<file path="config.mk">
export PLATFORM = sky130hd
export DESIGN_NAME = wtc_counter
export DESIGN_NICKNAME = d
export VERILOG_FILES = /design/src/include/wtc_pkg.sv /design/src/rtl/wtc_counter.sv
export VERILOG_INCLUDE_DIRS = /design/src /design/src/include
export SDC_FILE = /design/constraint.sdc
export NUM_CORES = 1
export LEC_CHECK = 0
export ABC_AREA = 1
export BUFFER_PORTS_ARGS = -buffer_cell sky130_fd_sc_hd__buf_2
export CAP_MARGIN = 20
export CORE_UTILIZATION = 63
export DETAILED_ROUTE_END_ITERATION = 10
export GPL_ROUTABILITY_DRIVEN = 1
export HOLD_SLACK_MARGIN = 0.02
export PLACE_DENSITY = 0.78
export SLEW_MARGIN = 20
export SYNTH_ARGS = -nofsm -noshare
export SYNTH_HDL_FRONTEND = slang
export SYNTH_SLANG_ARGS = --single-unit
export TNS_END_PERCENT = 30
</file>
<file path="constraint.sdc">
create_clock -name I_REF_CLK -period 34.3 [get_ports I_REF_CLK]
set_input_delay 1.715 -clock I_REF_CLK [delete_from_list [all_inputs] [get_ports I_REF_CLK]]
set_output_delay 1.715 -clock I_REF_CLK [all_outputs]
set_load 0.02 [all_outputs]
</file>
<file path="src/include/wtc_cfg.svh">
// working time counter register offsets, field positions, reset values and timing counts
`ifndef WTC_CFG_SVH
`define WTC_CFG_SVH
`define WTC_OFF_CTRL      8'h00
`define WTC_OFF_START     8'h04
`define WTC_OFF_LIMIT     8'h08
`define WTC_OFF_INTERVAL  8'h0c
`define WTC_OFF_CYCLE     8'h10
`define WTC_OFF_ALARMVAL  8'h14
`define WTC_OFF_COUNT     8'h18
`define WTC_OFF_BUSIN     8'h1c
`define WTC_OFF_STATUS    8'h20
`define WTC_OFF_TXVAL     8'h24
// control register fields
`define WTC_C_SRC         0
`define WTC_C_INV         1
`define WTC_C_DIR         2
`define WTC_C_UNIT_LO     3
`define WTC_C_W4          5
`define WTC_C_OVR         6
`define WTC_C_MODE_LO     7
`define WTC_C_SBR         10
`define WTC_C_RSTEN       11
`define WTC_C_RSTSEL_LO   12
`define WTC_C_ALEN        14
`define WTC_C_ALSEL       15
`define WTC_C_INBR_LO     16
`define WTC_C_KEEP        18
`define WTC_C_ITYPE_LO    19
`define WTC_C_START       31
// control: hour unit, off after return, everything else cleared
`define WTC_CTRL_RST      32'h0000_0010
`define WTC_START_RST     16'h2710
`define WTC_LIMIT_RST     16'h03e8
`define WTC_INTERVAL_RST  16'h0001
`define WTC_CYCLE_RST     16'h003c
`define WTC_ALARM_RST     16'h0000
// one second at 250 MHz, in ns
`define WTC_CLK_NS        4
`define WTC_SEC_NS        1000000000
`define WTC_SEC_CYC       (`WTC_SEC_NS / `WTC_CLK_NS)
`define WTC_READ_WAIT_MS  1000
`define WTC_READ_WAIT_CYC (`WTC_READ_WAIT_MS * 1000000 / `WTC_CLK_NS)
`endif

</file>
<file path="src/include/wtc_pkg.sv">
// working time counter types
package wtc_pkg;
  typedef enum logic [1:0] {WTC_U_SEC = 2'h0, WTC_U_MIN = 2'h1, WTC_U_HOUR = 2'h2} wtc_unit_t;
  typedef enum logic [2:0] {
    WTC_S_NEVER = 3'h0, WTC_S_CHG = 3'h1, WTC_S_INT = 3'h2,
    WTC_S_CYC = 3'h3, WTC_S_CHG_CYC = 3'h4, WTC_S_INT_CYC = 3'h5
  } wtc_send_t;
  typedef enum logic [1:0] {WTC_IB_OFF = 2'h0, WTC_IB_ON = 2'h1, WTC_IB_READ = 2'h2, WTC_IB_KEEP = 2'h3} wtc_inbr_t;
  typedef enum logic [1:0] {WTC_R_OFF = 2'h0, WTC_R_ON = 2'h1, WTC_R_ANY = 2'h2} wtc_rsel_t;
  typedef enum logic [2:0] {WTC_ST_IDLE = 3'b001, WTC_ST_WAIT = 3'b010, WTC_ST_RUN = 3'b100} wtc_state_t;
endpackage : wtc_pkg

</file>
<file path="src/rtl/wtc_counter.sv">
// working time counter with classic wishbone register slave and bus object ports
//
// Summary of operation
// (RQ1) 1-bit input after bus return: off, on, read from bus, or kept.
// (RQ2) read request unanswered before timeout: input taken as off.
// (RQ3) normal polarity, bus object input: count while object is on.
// (RQ4) inverted polarity, bus object input: count while object is off.
// (RQ5) internal input counts its active state; inverted counts the opposite.
// (RQ6) decrement: load start value, count down to zero.
// (RQ7) increment: load zero, count up to the limit value.
// (RQ8) time unit is second, minute or hour; hour by default.
// (RQ9) start value 1 to 65535, default 10000.
// (RQ10) limit value 1 to 65535, default 1000.
// (RQ11) counter value published as two or four byte unsigned.
// (RQ12) overwrite enabled: received value replaces count; else ignored.
// (RQ13) send never, on change, at intervals, cyclic, or combinations.
// (RQ14) never-send mode still updates and answers read requests.
// (RQ15) interval mode sends only when value is a multiple of interval.
// (RQ16) cyclic modes repeat transmission every cycle time.
// (RQ17) send after bus return enabled and not never: send once at start.
// (RQ18) reset object reloads start value or zero per direction.
// (RQ19) reset trigger value selectable: off, on, or either.
// (RQ20) alarm on elapsed time or on reaching a specific value.
// (RQ21) overwrite above start or limit is clamped to it.
// (RQ22) after bus return: reset counter or restore prior value.
// (RQ23) one step per completed unit while condition holds; stop at end.
`timescale 1ns/100ps
`default_nettype none
`include "wtc_cfg.svh"
module wtc_counter
  import wtc_pkg::*;
#(
  parameter int unsigned SEC_CYC  = `WTC_SEC_CYC,
  parameter int unsigned WAIT_CYC = `WTC_READ_WAIT_CYC
) (
  input  wire logic        I_REF_CLK,
  input  wire logic        I_RSTN,
  input  wire logic        I_WB_CYC,
  input  wire logic        I_WB_STB,
  input  wire logic        I_WB_WE,
  input  wire logic [7:0]  I_WB_ADR,
  input  wire logic [3:0]  I_WB_SEL,
  input  wire logic [31:0] I_WB_DAT,
  output logic             O_WB_ACK,
  output logic [31:0]      O_WB_DAT,
  input  wire logic        I_BUS_RETURN,
  input  wire logic        I_IN_OBJ_WR,
  input  wire logic        I_IN_OBJ_VAL,
  input  wire logic [7:0]  I_INT_INPUTS,
  input  wire logic        I_CNT_OBJ_WR,
  input  wire logic [31:0] I_CNT_OBJ_VAL,
  input  wire logic        I_RST_OBJ_WR,
  input  wire logic        I_RST_OBJ_VAL,
  output logic             O_IN_READ_REQ,
  output logic             O_CNT_SEND,
  output logic [31:0]      O_CNT_VAL,
  output logic             O_CNT_WIDE,
  output logic             O_ALARM_SEND,
  output logic             O_ALARM_VAL
);
  logic [31:0] ctrl_r;
  logic [15:0] start_r, limit_r, intv_r, cyc_r, alval_r;
  logic [15:0] count_r, count_nxt, saved_r;
  logic        in_obj_r, rise_latch_r, int_prev_r, tx_pend_r;
  logic [31:0] sub_r, wait_r;
  logic [12:0] unit_r;
  logic [15:0] cyc_cnt_r;
  logic [7:0]  cyc_sec_r;
  wtc_state_t  state_r;

  wire       src_int  = ctrl_r[`WTC_C_SRC];
  wire       inv      = ctrl_r[`WTC_C_INV];
  wire       dir_up   = ctrl_r[`WTC_C_DIR];
  wire [1:0] unit     = ctrl_r[`WTC_C_UNIT_LO +: 2];
  wire [2:0] mode     = ctrl_r[`WTC_C_MODE_LO +: 3];
  wire [1:0] inbr     = ctrl_r[`WTC_C_INBR_LO +: 2];
  wire [1:0] rsel     = ctrl_r[`WTC_C_RSTSEL_LO +: 2];
  wire [2:0] in_sel   = ctrl_r[`WTC_C_ITYPE_LO +: 3];
  wire [15:0] end_val = dir_up ? limit_r : 16'h0000;
  wire [15:0] ld_val  = dir_up ? 16'h0000 : start_r;
  wire       running  = (state_r == WTC_ST_RUN);
  wire       wb_req   = I_WB_CYC && I_WB_STB && !O_WB_ACK;
  wire       wb_wr    = wb_req && I_WB_WE;
  // a start request or a bus return restarts the function from any state
  wire       restart  = ctrl_r[`WTC_C_START] || I_BUS_RETURN;

  // byte-lane merge, used by every writable register
  function automatic logic [31:0] wtc_merge(input logic [31:0] old_v, input logic [31:0] new_v,
                                             input logic [3:0] sel);
    logic [31:0] r;
    r = old_v;
    for (int b = 0; b < 4; b++) begin
      if (sel[b]) begin
        r[b*8 +: 8] = new_v[b*8 +: 8];
      end
    end
    return r;
  endfunction : wtc_merge

  // low half of a merged write; a zero result is refused for the timing registers
  function automatic logic [15:0] wtc_merge16(input logic [15:0] old_v, input logic [31:0] new_v,
                                               input logic [3:0] sel);
    logic [31:0] m;
    m = wtc_merge({16'h0000, old_v}, new_v, sel);
    return m[15:0];
  endfunction : wtc_merge16

  // (RQ21) clamp an incoming value to the configured end
  function automatic logic [15:0] wtc_clamp(input logic [31:0] v, input logic [15:0] top);
    return (v > {16'h0000, top}) ? top : v[15:0];
  endfunction : wtc_clamp

  // configuration registers; the start bit self-clears after one cycle
  always_ff @(posedge I_REF_CLK or negedge I_RSTN) begin
    if (!I_RSTN) begin
      ctrl_r  <= `WTC_CTRL_RST;
      start_r <= `WTC_START_RST;
      limit_r <= `WTC_LIMIT_RST;
      intv_r  <= `WTC_INTERVAL_RST;
      cyc_r   <= `WTC_CYCLE_RST;
      alval_r <= `WTC_ALARM_RST;
    end else begin
      ctrl_r[`WTC_C_START] <= 1'b0;
      // writes take effect on the edge at which the request is taken
      if (wb_wr) begin
        case (I_WB_ADR)
          `WTC_OFF_CTRL:     ctrl_r  <= wtc_merge(ctrl_r, I_WB_DAT, I_WB_SEL);
          // (RQ9) zero is not a legal start value
          `WTC_OFF_START:    if (wtc_merge16(start_r, I_WB_DAT, I_WB_SEL) != 16'h0000) begin
            start_r <= wtc_merge16(start_r, I_WB_DAT, I_WB_SEL);
          end
          // (RQ10) zero is not a legal limit value
          `WTC_OFF_LIMIT:    if (wtc_merge16(limit_r, I_WB_DAT, I_WB_SEL) != 16'h0000) begin
            limit_r <= wtc_merge16(limit_r, I_WB_DAT, I_WB_SEL);
          end
          // a zero interval would make every value a multiple and divide by zero
          `WTC_OFF_INTERVAL: if (wtc_merge16(intv_r, I_WB_DAT, I_WB_SEL) != 16'h0000) begin
            intv_r <= wtc_merge16(intv_r, I_WB_DAT, I_WB_SEL);
          end
          `WTC_OFF_CYCLE:    if (wtc_merge16(cyc_r, I_WB_DAT, I_WB_SEL) != 16'h0000) begin
            cyc_r <= wtc_merge16(cyc_r, I_WB_DAT, I_WB_SEL);
          end
          `WTC_OFF_ALARMVAL: alval_r <= wtc_merge16(alval_r, I_WB_DAT, I_WB_SEL);
          default: ;
        endcase
      end
    end
  end

  // wishbone answer: one wait state, unmapped reads return zero
  always_ff @(posedge I_REF_CLK or negedge I_RSTN) begin
    if (!I_RSTN) begin
      O_WB_ACK <= 1'b0;
      O_WB_DAT <= 32'h0;
    end else begin
      // ack is masked out of wb_req, so it never stands two cycles
      O_WB_ACK <= wb_req;
      if (wb_req && !I_WB_WE) begin
        case (I_WB_ADR)
          `WTC_OFF_CTRL:     O_WB_DAT <= ctrl_r;
          `WTC_OFF_START:    O_WB_DAT <= {16'h0, start_r};
          `WTC_OFF_LIMIT:    O_WB_DAT <= {16'h0, limit_r};
          `WTC_OFF_INTERVAL: O_WB_DAT <= {16'h0, intv_r};
          `WTC_OFF_CYCLE:    O_WB_DAT <= {16'h0, cyc_r};
          `WTC_OFF_ALARMVAL: O_WB_DAT <= {16'h0, alval_r};
          // (RQ14) count readable in every send mode
          `WTC_OFF_COUNT:    O_WB_DAT <= {16'h0, count_r};
          `WTC_OFF_BUSIN:    O_WB_DAT <= {31'h0, in_obj_r};
          // status: alarm, at end, running, waiting, wide, boot send pending
          `WTC_OFF_STATUS:   O_WB_DAT <= {26'h0, O_ALARM_VAL, (count_r == end_val), running,
                                          state_r == WTC_ST_WAIT, O_CNT_WIDE, tx_pend_r};
          `WTC_OFF_TXVAL:    O_WB_DAT <= O_CNT_VAL;
          default:           O_WB_DAT <= 32'h0;
        endcase
      end
    end
  end

  // start-up sequence: idle until start or bus return, optional wait for read answer
  always_ff @(posedge I_REF_CLK or negedge I_RSTN) begin
    if (!I_RSTN) begin
      state_r       <= WTC_ST_IDLE;
      wait_r        <= 32'h0;
      in_obj_r      <= 1'b0;
      O_IN_READ_REQ <= 1'b0;
    end else begin
      O_IN_READ_REQ <= 1'b0;
      if (restart) begin
        // (RQ1) pick the input object value after bus return
        case (inbr)
          WTC_IB_OFF:  in_obj_r <= 1'b0;
          WTC_IB_ON:   in_obj_r <= 1'b1;
          WTC_IB_READ: in_obj_r <= 1'b0;
          default:     in_obj_r <= in_obj_r;
        endcase
        if (inbr == WTC_IB_READ && !src_int) begin
          O_IN_READ_REQ <= 1'b1;
          wait_r        <= WAIT_CYC;
          state_r       <= WTC_ST_WAIT;
        end else begin
          state_r <= WTC_ST_RUN;
        end
      end else begin
        case (state_r)
          WTC_ST_IDLE: begin
            if (I_IN_OBJ_WR) begin
              in_obj_r <= I_IN_OBJ_VAL;
            end
          end
          // the wait bounds the read answer; a later answer is taken as a normal telegram
          WTC_ST_WAIT: begin
            wait_r <= wait_r - 32'h1;
            if (I_IN_OBJ_WR) begin
              in_obj_r <= I_IN_OBJ_VAL;
              state_r  <= WTC_ST_RUN;
            end else if (wait_r <= 32'h1) begin
              // (RQ2) no answer: input stays off
              in_obj_r <= 1'b0;
              state_r  <= WTC_ST_RUN;
            end
          end
          WTC_ST_RUN: begin
            if (I_IN_OBJ_WR) begin
              in_obj_r <= I_IN_OBJ_VAL;
            end
          end
          default: state_r <= WTC_ST_IDLE;
        endcase
      end
    end
  end

  // counted condition
  wire int_lvl = I_INT_INPUTS[in_sel];
  // (RQ5) a mains input holds its active state from a rising edge until it falls
  wire int_act = rise_latch_r;
  // (RQ3) normal polarity follows the object, (RQ4) inverted counts it off
  wire cond    = (src_int ? int_act : in_obj_r) ^ inv;

  always_ff @(posedge I_REF_CLK or negedge I_RSTN) begin
    if (!I_RSTN) begin
      int_prev_r   <= 1'b0;
      rise_latch_r <= 1'b0;
    end else begin
      // detector idles low, so an input already high at reset is taken as a rising edge
      int_prev_r   <= int_lvl;
      rise_latch_r <= (int_lvl && !int_prev_r) ? 1'b1 : (int_lvl ? rise_latch_r : 1'b0);
    end
  end

  // (RQ8) unit prescaler: seconds from the clock, then 60 or 3600 seconds
  wire [12:0] unit_len = (unit == WTC_U_SEC) ? 13'd1 : ((unit == WTC_U_MIN) ? 13'd60 : 13'd3600);
  wire sec_tick  = (sub_r == SEC_CYC - 1);
  wire unit_done = sec_tick && (unit_r == unit_len - 13'd1);

  // (RQ23) time only accrues while the condition holds; partial units are kept
  // so that short interruptions of the condition lose no time
  always_ff @(posedge I_REF_CLK or negedge I_RSTN) begin
    if (!I_RSTN) begin
      sub_r  <= 32'h0;
      unit_r <= 13'h0;
    end else if (!running || !cond) begin
      sub_r  <= sub_r;
      unit_r <= unit_r;
    end else if (sec_tick) begin
      sub_r  <= 32'h0;
      unit_r <= unit_done ? 13'h0 : unit_r + 13'h1;
    end else begin
      sub_r <= sub_r + 32'h1;
    end
  end

  // a reset telegram outranks an overwrite arriving in the same cycle
  wire rst_hit = I_RST_OBJ_WR && ctrl_r[`WTC_C_RSTEN] &&
                 // (RQ19) off, on or either value triggers
                 ((rsel == WTC_R_ANY) || (rsel == WTC_R_ON && I_RST_OBJ_VAL) ||
                  (rsel == WTC_R_OFF && !I_RST_OBJ_VAL));

  always_comb begin
    count_nxt = count_r;
    if (restart) begin
      // (RQ22) restore reached value or reload
      count_nxt = ctrl_r[`WTC_C_KEEP] ? saved_r : ld_val;
    end else if (rst_hit) begin
      // (RQ18) reload per direction
      count_nxt = ld_val;
    end else if (I_CNT_OBJ_WR && ctrl_r[`WTC_C_OVR]) begin
      // (RQ12) overwrite, (RQ21) clamped
      count_nxt = wtc_clamp(I_CNT_OBJ_VAL, dir_up ? limit_r : start_r);
    end else if (running && cond && unit_done && count_r != end_val) begin
      // (RQ6) down to zero, (RQ7) up to the limit
      count_nxt = dir_up ? count_r + 16'h1 : count_r - 16'h1;
    end
  end

  always_ff @(posedge I_REF_CLK or negedge I_RSTN) begin
    if (!I_RSTN) begin
      count_r <= 16'h0;
      saved_r <= 16'h0;
    end else begin
      count_r <= count_nxt;
      // saved_r follows the count while running so a bus return can restore it
      saved_r <= running ? count_r : saved_r;
    end
  end

  // (RQ16) cycle timer in seconds, free-running in cyclic modes
  wire cyc_mode = (mode == WTC_S_CYC) || (mode == WTC_S_CHG_CYC) || (mode == WTC_S_INT_CYC);
  // the cycle timer restarts whenever cyclic sending is switched off
  logic [31:0] cyc_sub_r;
  always_ff @(posedge I_REF_CLK or negedge I_RSTN) begin
    if (!I_RSTN) begin
      cyc_sub_r <= 32'h0;
      cyc_cnt_r <= 16'h0;
      cyc_sec_r <= 8'h0;
    end else if (!cyc_mode || !running) begin
      cyc_sub_r <= 32'h0;
      cyc_cnt_r <= 16'h0;
      cyc_sec_r <= 8'h0;
    end else if (cyc_sub_r == SEC_CYC - 1) begin
      cyc_sub_r <= 32'h0;
      cyc_sec_r <= 8'h1;
      cyc_cnt_r <= (cyc_cnt_r >= cyc_r - 16'h1) ? 16'h0 : cyc_cnt_r + 16'h1;
    end else begin
      cyc_sub_r <= cyc_sub_r + 32'h1;
      cyc_sec_r <= 8'h0;
    end
  end
  wire cyc_evt = cyc_mode && running && cyc_sec_r[0] && (cyc_cnt_r == 16'h0);

  wire changed  = (count_nxt != count_r);
  wire chg_mode = (mode == WTC_S_CHG) || (mode == WTC_S_CHG_CYC);
  wire int_mode = (mode == WTC_S_INT) || (mode == WTC_S_INT_CYC);
  // (RQ17) one send at start-up when enabled and mode is not never
  // one cycle late on purpose, so the loaded value is what goes out
  wire boot_tx  = restart && ctrl_r[`WTC_C_SBR] && (mode != WTC_S_NEVER);

  // transmit logic: (RQ13) mode select, (RQ15) multiple of interval
  always_ff @(posedge I_REF_CLK or negedge I_RSTN) begin
    if (!I_RSTN) begin
      O_CNT_SEND <= 1'b0;
      O_CNT_VAL  <= 32'h0;
      O_CNT_WIDE <= 1'b0;
      tx_pend_r  <= 1'b0;
    end else begin
      // (RQ11) two or four byte publication
      O_CNT_WIDE <= ctrl_r[`WTC_C_W4];
      tx_pend_r  <= boot_tx;
      O_CNT_SEND <= tx_pend_r || (running && changed && (chg_mode ||
                    (int_mode && (count_nxt % intv_r) == 16'h0))) || cyc_evt;
      // upper half stays zero in both widths: the count itself is 16 bits
      O_CNT_VAL  <= {16'h0, count_nxt};
    end
  end

  // (RQ20) alarm on elapsed time or on a specific value
  wire al_hit = ctrl_r[`WTC_C_ALSEL] ? (count_nxt == alval_r) : (count_nxt == end_val);
  // the alarm object pulses only on a change of level, not on every step
  always_ff @(posedge I_REF_CLK or negedge I_RSTN) begin
    if (!I_RSTN) begin
      O_ALARM_SEND <= 1'b0;
      O_ALARM_VAL  <= 1'b0;
    end else begin
      O_ALARM_SEND <= ctrl_r[`WTC_C_ALEN] && running && changed && (al_hit != O_ALARM_VAL);
      if (ctrl_r[`WTC_C_ALEN] && running && changed) begin
        O_ALARM_VAL <= al_hit;
      end
    end
  end
endmodule : wtc_counter
`default_nettype wire
</file>
Word level (Yosys, flattened, before mapping). Index checks and enable logic that the tools add are counted.

Bits in registers: 315. Input port bits: 95. Output and inout bits: 70. Logic and storage cells: 236.

Add/subtract/negate cells: 9. Divide/modulo/power cells: 1. Magnitude comparators: 4. Eq/ne operators: 38. Mux-type cells: 74. Bitwise operators: 2. Reductions and logical operators: 77.

Operators by type and width (count): one-hot mux 32 bit (9 select lines) (1); 2-to-1 mux 32 bit (8); 2-to-1 mux 8 bit (28); 2-to-1 mux 16 bit (13); adder 32 x 1 -> 32 bit (second input constant) (2); == test 32 x 28 -> 1 bit (second input constant) (2); nonzero test 16 bit (4); == test 16 bit (3); adder 16 x 1 -> 16 bit (second input constant) (2); == test 8 x 5 -> 1 bit (second input constant) (4); > comparator 32 x 16 -> 1 bit (1); <= comparator 32 x 1 -> 1 bit (second input constant) (1); zero test 16 bit (2); != test 16 bit (2); subtractor 16 x 1 -> 16 bit (second input constant) (2); subtractor 32 x 1 -> 32 bit (second input constant) (1); AND reduction 3 bit (10); logical AND 1 bit (26); 2-to-1 mux 12 bit (2); == test 8 x 4 -> 1 bit (second input constant) (2); == test 8 x 6 -> 1 bit (second input constant) (2); greater-or-equal comparator 16 bit (1); remainder unit 16 x 16 -> 16 bit (1); adder 13 x 1 -> 13 bit (second input constant) (1); 32 further kinds (84).

Logic depth before layout (Yosys ltp).
Depth after elaboration: 19. Depth in mapped cells: 239. Mapped depth without buffers: 233.

Worst setup path before layout. No wires, ideal clock.

Path kind: input to register. Start: input I_CNT_OBJ_VAL[7]. End: register O_CNT_SEND. Setup time: 66 ps. Data arrival time: 27322 ps. Data required time: 34234 ps. Slack: 6912 ps. Stages on the path: 221. Path buffers: 5. Cells stage by stage: ha_1 a21o_1 nor2_1 nand2_1 nand2_1 nand3_1 nand2_1 clkbuf_1 o211ai_1 nand3_1 nand2_1 nand2_2 inv_1 ha_1 nand2_1 nand2_1 inv_1 ha_1 [... 185 more ...] nand2_1 xor2_1 a211oi_1 nand4_1 a21oi_1 nand4_1 nor2_1 nand3_1 o21bai_1 a21oi_1 o21ai_0 a21oi_1 nand3_1 nand2_1 inv_1 o21ai_1 nand2_1 nand2_1.

Longest elaborated chain between the ends: 12. Elaborated cells between the ends (all ways): 14. Those cells by class: 1 x div; 1 x order compare; 1 x eq/ne; 4 x mux; 7 x reduce/logical.

RTL lines: start, declared (line wtc_counter.sv:51) `input wire logic [31:0] I_CNT_OBJ_VAL,`; > comparator 32 x 16 -> 1 bit * (line wtc_counter.sv:110) `return (v > {16'h0000, top}) ? top : v[15:0];`; 2-to-1 mux 16 bit * (line wtc_counter.sv:110); 2-to-1 mux 16 bit * (line wtc_counter.sv:287) `` end else if (I_CNT_OBJ_WR && ctrl_r[`WTC_C_OVR]) begin ``; 2-to-1 mux 16 bit * (line wtc_counter.sv:284) `end else if (rst_hit) begin`; 2-to-1 mux 16 bit * (line wtc_counter.sv:281) `if (restart) begin`; named net count_nxt[15] (line wtc_counter.sv:63) `logic [15:0] count_r, count_nxt, saved_r;`; remainder unit 16 x 16 -> 16 bit (line wtc_counter.sv:350) `(int_mode && (count_nxt % intv_r) == 16'h0))) || cyc_evt;`; zero test 16 bit (line wtc_counter.sv:350); logical AND 1 bit (line wtc_counter.sv:350); logical OR 1 bit (line wtc_counter.sv:349) `O_CNT_SEND <= tx_pend_r || (running && changed && (chg_mode ||`; logical AND 1 bit * (line wtc_counter.sv:349); logical OR 1 bit * (line wtc_counter.sv:349); logical OR 1 bit * (line wtc_counter.sv:350); end signal, assigned (line wtc_counter.sv:349); end, declared (line wtc_counter.sv:55) `output logic O_CNT_SEND,`.

Mark *: on every way through the listed nets, which the timed path passes. The rest lies on a longest branch. A chain may end at the register's enable or synchronous reset.

Worst setup path after layout.
Start: input I_CNT_OBJ_VAL[11]. End: register O_CNT_SEND.

Same word-level chain as after synthesis.

==> impl_summary.log <==
INFO  metric run_status = finished, final reports clean
INFO  metric clock-skew-final = 27.4 ps
INFO  metric dr_total_vias = 27,700
INFO  metric drt_wl_total = 88,600 µm
INFO  metric yosys_register_bits = 315
INFO  metric syn_to_final_growth = 10.1%
INFO  metric adder_cell_fraction_of_synth_area = 9.14%
INFO  metric cts.root.buffer_cell = sky130_fd_sc_hd__clkbuf_16
INFO  metric worstSetupPathType = input pin to flop
INFO  metric multi_input_gate_area = 0.0165 mm²
INFO  metric seq_area = 0.00791 mm²
INFO  metric global_route_wire_length_before_repair = 137,000 µm
INFO  metric area_of_the_core = 0.0419 mm²
INFO  metric nFillCells = 3,701
INFO  metric grt_antenna_before_repair = 2
INFO  metric detail_route.wl_per_cell = 19.1 µm
INFO  metric path_clk_slew = 60 ps
INFO  metric global_route.usage.total = 40.5%
INFO  metric hold_viol_final = 0
INFO  metric endpoint_kind = flop
INFO  metric min_path_cells = 0
INFO  metric max_freq = 32.3 MHz
INFO  metric drt_iter0_markers = 3,268
INFO  metric post_synth_inst_count = 3,935
INFO  metric die_x = 208 µm
INFO  metric nNetsFinal = 4,369
INFO  metric cts_buffers = 35
INFO  metric place_congestion = 1.04
INFO  metric arrival = 31,420 ps
INFO  metric fp-row-count = 75
INFO  metric number_of_iterations_in_the_first_detailed_routing_pass = 7
INFO  metric post-route-min-period = 30,940 ps
INFO  metric timing.hold.worst.class = flop to flop
INFO  metric finalSetupTns = 0 ps
INFO  metric cap_viol_max_count = 0
INFO  metric critical_path_buf_inv_count = 31
INFO  metric tritoncts = done
INFO  metric antenna_violating_nets_post_route = 0
INFO  metric synth-compound-area-share = 16.7%
INFO  metric ys_warn_count = 0
INFO  metric detailedPlacementHpwl = 67,000 µm
INFO  metric report.final.slew_viol_count = 0
INFO  metric avgSynthCellArea = 6.79 µm²
INFO  metric main_combinational_cell_family_by_area_after_synthesis = simple AND/OR/NAND/NOR gates
INFO  metric critical_path.top_delay_family = simple AND/OR/NAND/NOR gates
INFO  metric floorplan.initialDensity = 63.8%
INFO  metric timing.final.crit_share = 90.2%
INFO  metric netlist_area = 0.0267 mm²
INFO  metric crit_slowest_cell = sky130_fd_sc_hd__ha_1
INFO  metric tritoncts_num_sinks = 315
INFO  metric synth_flop_cell = sky130_fd_sc_hd__dfrtp_1
INFO  metric synth.distinct_cells = 71
INFO  metric clock_latency = 570 ps
INFO  metric worst_setup_path_start_kind = input pin
INFO  metric holdBufCountCts = 0
INFO  metric register_to_register_path_depth = 218
INFO  metric delay_of_the_slowest_cell_on_the_worst_path = 400 ps
INFO  metric grt_start_max_net_pins = 138
INFO  metric share_of_final_layout_standard_cells_stronger_than_drive_strength_1 = 9.30%
INFO  metric final_util = 70.3%
INFO  metric report.final.setup_viol = 0
INFO  metric synth_mux_area_share = 0.670%
INFO  metric die_outline_area = 0.0432 mm²
INFO  metric fp.dieH = 208 µm
INFO  metric postSynth.asyncResetShare = 100%
INFO  metric timing.critical_path.fanout_max = 14
INFO  metric dp_slack = 2330 ps
INFO  metric drc = 0
INFO  metric ioPinCount = 165
INFO  metric port-buffer-count = 148
INFO  metric yosys.area_share.xor_xnor = 4.53%
INFO  metric final_critical_path_setup_slack = 3360 ps
INFO  metric htreeDepth = 2
INFO  metric synthSimpleGateAreaFrac = 30.1%
INFO  metric first_global_vias = 25,300
INFO  metric cp_common_cell = sky130_fd_sc_hd__nand2_1
INFO  metric cts_max_path_buffers = 3
INFO  metric ys_seq_area_share = 29.6%
INFO  metric crit_required = 34,780 ps
INFO  metric synth_edf_count = 0
INFO  metric worstSetupPathDepth = 212
INFO  metric timing.max_slew.rel_slack = 29.1%
INFO  metric synth_largest_area_cell = sky130_fd_sc_hd__dfrtp_1
INFO  metric viasPerCell = 5.95
INFO  metric synth.top_cells.by_area = sky130_fd_sc_hd__dfrtp_1, sky130_fd_sc_hd__nand2_1, sky130_fd_sc_hd__ha_1
INFO  metric overflow = 0
INFO  metric worst_pin_slew = 1060 ps
INFO  metric yosys.area.top_type_share = 27.8%
## cell usage after synthesis, types with 11 or more instances
cell	count
sky130_fd_sc_hd__o211ai_1	37
sky130_fd_sc_hd__nand2_2	11
sky130_fd_sc_hd__buf_4	21
sky130_fd_sc_hd__o22ai_1	14
sky130_fd_sc_hd__inv_1	519
sky130_fd_sc_hd__xor2_1	97
sky130_fd_sc_hd__nor4_1	33
sky130_fd_sc_hd__and2_1	13
sky130_fd_sc_hd__ha_1	192
sky130_fd_sc_hd__dfstp_2	18
sky130_fd_sc_hd__xnor2_1	41
sky130_fd_sc_hd__o21ai_1	16
sky130_fd_sc_hd__clkbuf_1	68
sky130_fd_sc_hd__nand3_1	258
sky130_fd_sc_hd__nor3_1	85
sky130_fd_sc_hd__nor2_1	325
sky130_fd_sc_hd__buf_2	11
sky130_fd_sc_hd__a21o_1	19
sky130_fd_sc_hd__nand4_1	64
sky130_fd_sc_hd__a21oi_1	298
sky130_fd_sc_hd__nand2_1	989
sky130_fd_sc_hd__or2_2	45
sky130_fd_sc_hd__mux2_2	15
sky130_fd_sc_hd__o21bai_1	16
sky130_fd_sc_hd__dfrtp_1	297
sky130_fd_sc_hd__o21ai_0	270
sky130_fd_sc_hd__a31oi_1	13
sky130_fd_sc_hd__a221oi_1	19
sky130_fd_sc_hd__o32ai_1	11
## what timing repair did
item | CTS | global route
setup buffers | 0 | 20
endpoints found under the setup margin | 0 | 1
resized for setup | 0 | 19
## logic make-up after synthesis
kind of cell             Yosys count
XOR/XNOR                         138
AO/OA/AOI/OAI                    781
AND/OR/NAND/NOR                 1860
multiplexers                      16
flip-flops                       315
buffers and inverters            630
other                              1
adder cells (fa/ha/maj)          194
## worst paths after layout
path / startpoint / endpoint / slack (ps)
worst max-delay path: I_CNT_OBJ_VAL[11] / O_CNT_SEND$_DFF_PN0_ / 3360
worst min-delay path: ctrl_r[5]$_DFFE_PN0P_ / O_CNT_WIDE$_DFF_PN0_ / 430
worst max register to register: ctrl_r[2]$_DFFE_PN0P_ / O_CNT_SEND$_DFF_PN0_ / 3430
worst min register to register: ctrl_r[5]$_DFFE_PN0P_ / O_CNT_WIDE$_DFF_PN0_ / 430
max in group asynchronous: I_RSTN / saved_r[12]$_DFFE_PN0P_ / 31850
min in group asynchronous: I_RSTN / cyc_sub_r[0]$_DFF_PN0_ / 1200
## state kept, by name (all words and copies together) (netlist names), 3 cells and up
name,flops
O_CNT_VAL,16
intv_r,16
wait_r,32
state_r,3
saved_r,16
sub_r,32
cyc_r,16
cyc_sub_r,32
O_WB_DAT,32
cyc_cnt_r,16
ctrl_r,32
limit_r,16
start_r,16
unit_r,13
alval_r,16
## cell type report
class,count,share of cell area (%)
multi-input cells,3006,56.0
flip-flops and latches,315,26.9
inverters,527,6.79
repair buffers,193,3.80
clock buffers,52,3.50
well taps,539,2.29
clock inverters,11,0.689
repair inverters,2,0.0425
diodes,2,0.0170
## cells in the final DEF (no fill, tap or decap), types with 41 or more instances in the layout
cell | netlist | final
sky130_fd_sc_hd__a21oi_1 | 298 | 298
sky130_fd_sc_hd__nand4_1 | 64 | 64
sky130_fd_sc_hd__o21ai_0 | 270 | 268
sky130_fd_sc_hd__nand3_1 | 258 | 255
sky130_fd_sc_hd__inv_1 | 519 | 515
sky130_fd_sc_hd__buf_2 | 11 | 147
sky130_fd_sc_hd__xnor2_1 | 41 | 41
sky130_fd_sc_hd__buf_4 | 21 | 42
sky130_fd_sc_hd__xor2_1 | 97 | 97
sky130_fd_sc_hd__dfrtp_1 | 297 | 297
sky130_fd_sc_hd__nand2_1 | 989 | 988
sky130_fd_sc_hd__ha_1 | 192 | 192
sky130_fd_sc_hd__nor2_1 | 325 | 324
sky130_fd_sc_hd__or2_2 | 45 | 45
sky130_fd_sc_hd__nor3_1 | 85 | 85
## metrics by stage
| step | hold WS [ps] | area (µm²) | std cells |
|---|---|---|---|
| floorplan | 374 | 26800 | 3950 |
| global placement | 416 | 27900 | 4559 |
| detailed placement | 413 | 27900 | 4559 |
| CTS | 426 | 29200 | 4622 |
| global route | 425 | 29400 | 4646 |
| finish | 428 | 29400 | 4647 |
## metal layers
layer	wire, µm	global-route usage (%)	up-vias
met5	13	0	-
met4	4480	19.0	2
met3	8700	8.27	288
met2	39400	64.3	1384
met1	36000	53.0	12600
li1	-	-	13400
## worst reg2reg max path: cells and delay by family (launching register included)
family | cells | cell delay [ps]
AO/OA/AOI/OAI | 52 | 8190
XOR/XNOR | 2 | 310
adder cells (fa/ha/maj) | 17 | 5330
buffers and inverters | 34 | 3670
flip-flops | 1 | 370
AND/OR/NAND/NOR | 113 | 12950
Power is left out: the tool's default activity adds up to more than one toggle a clock period on the data nets, which glitch-free logic cannot reach.
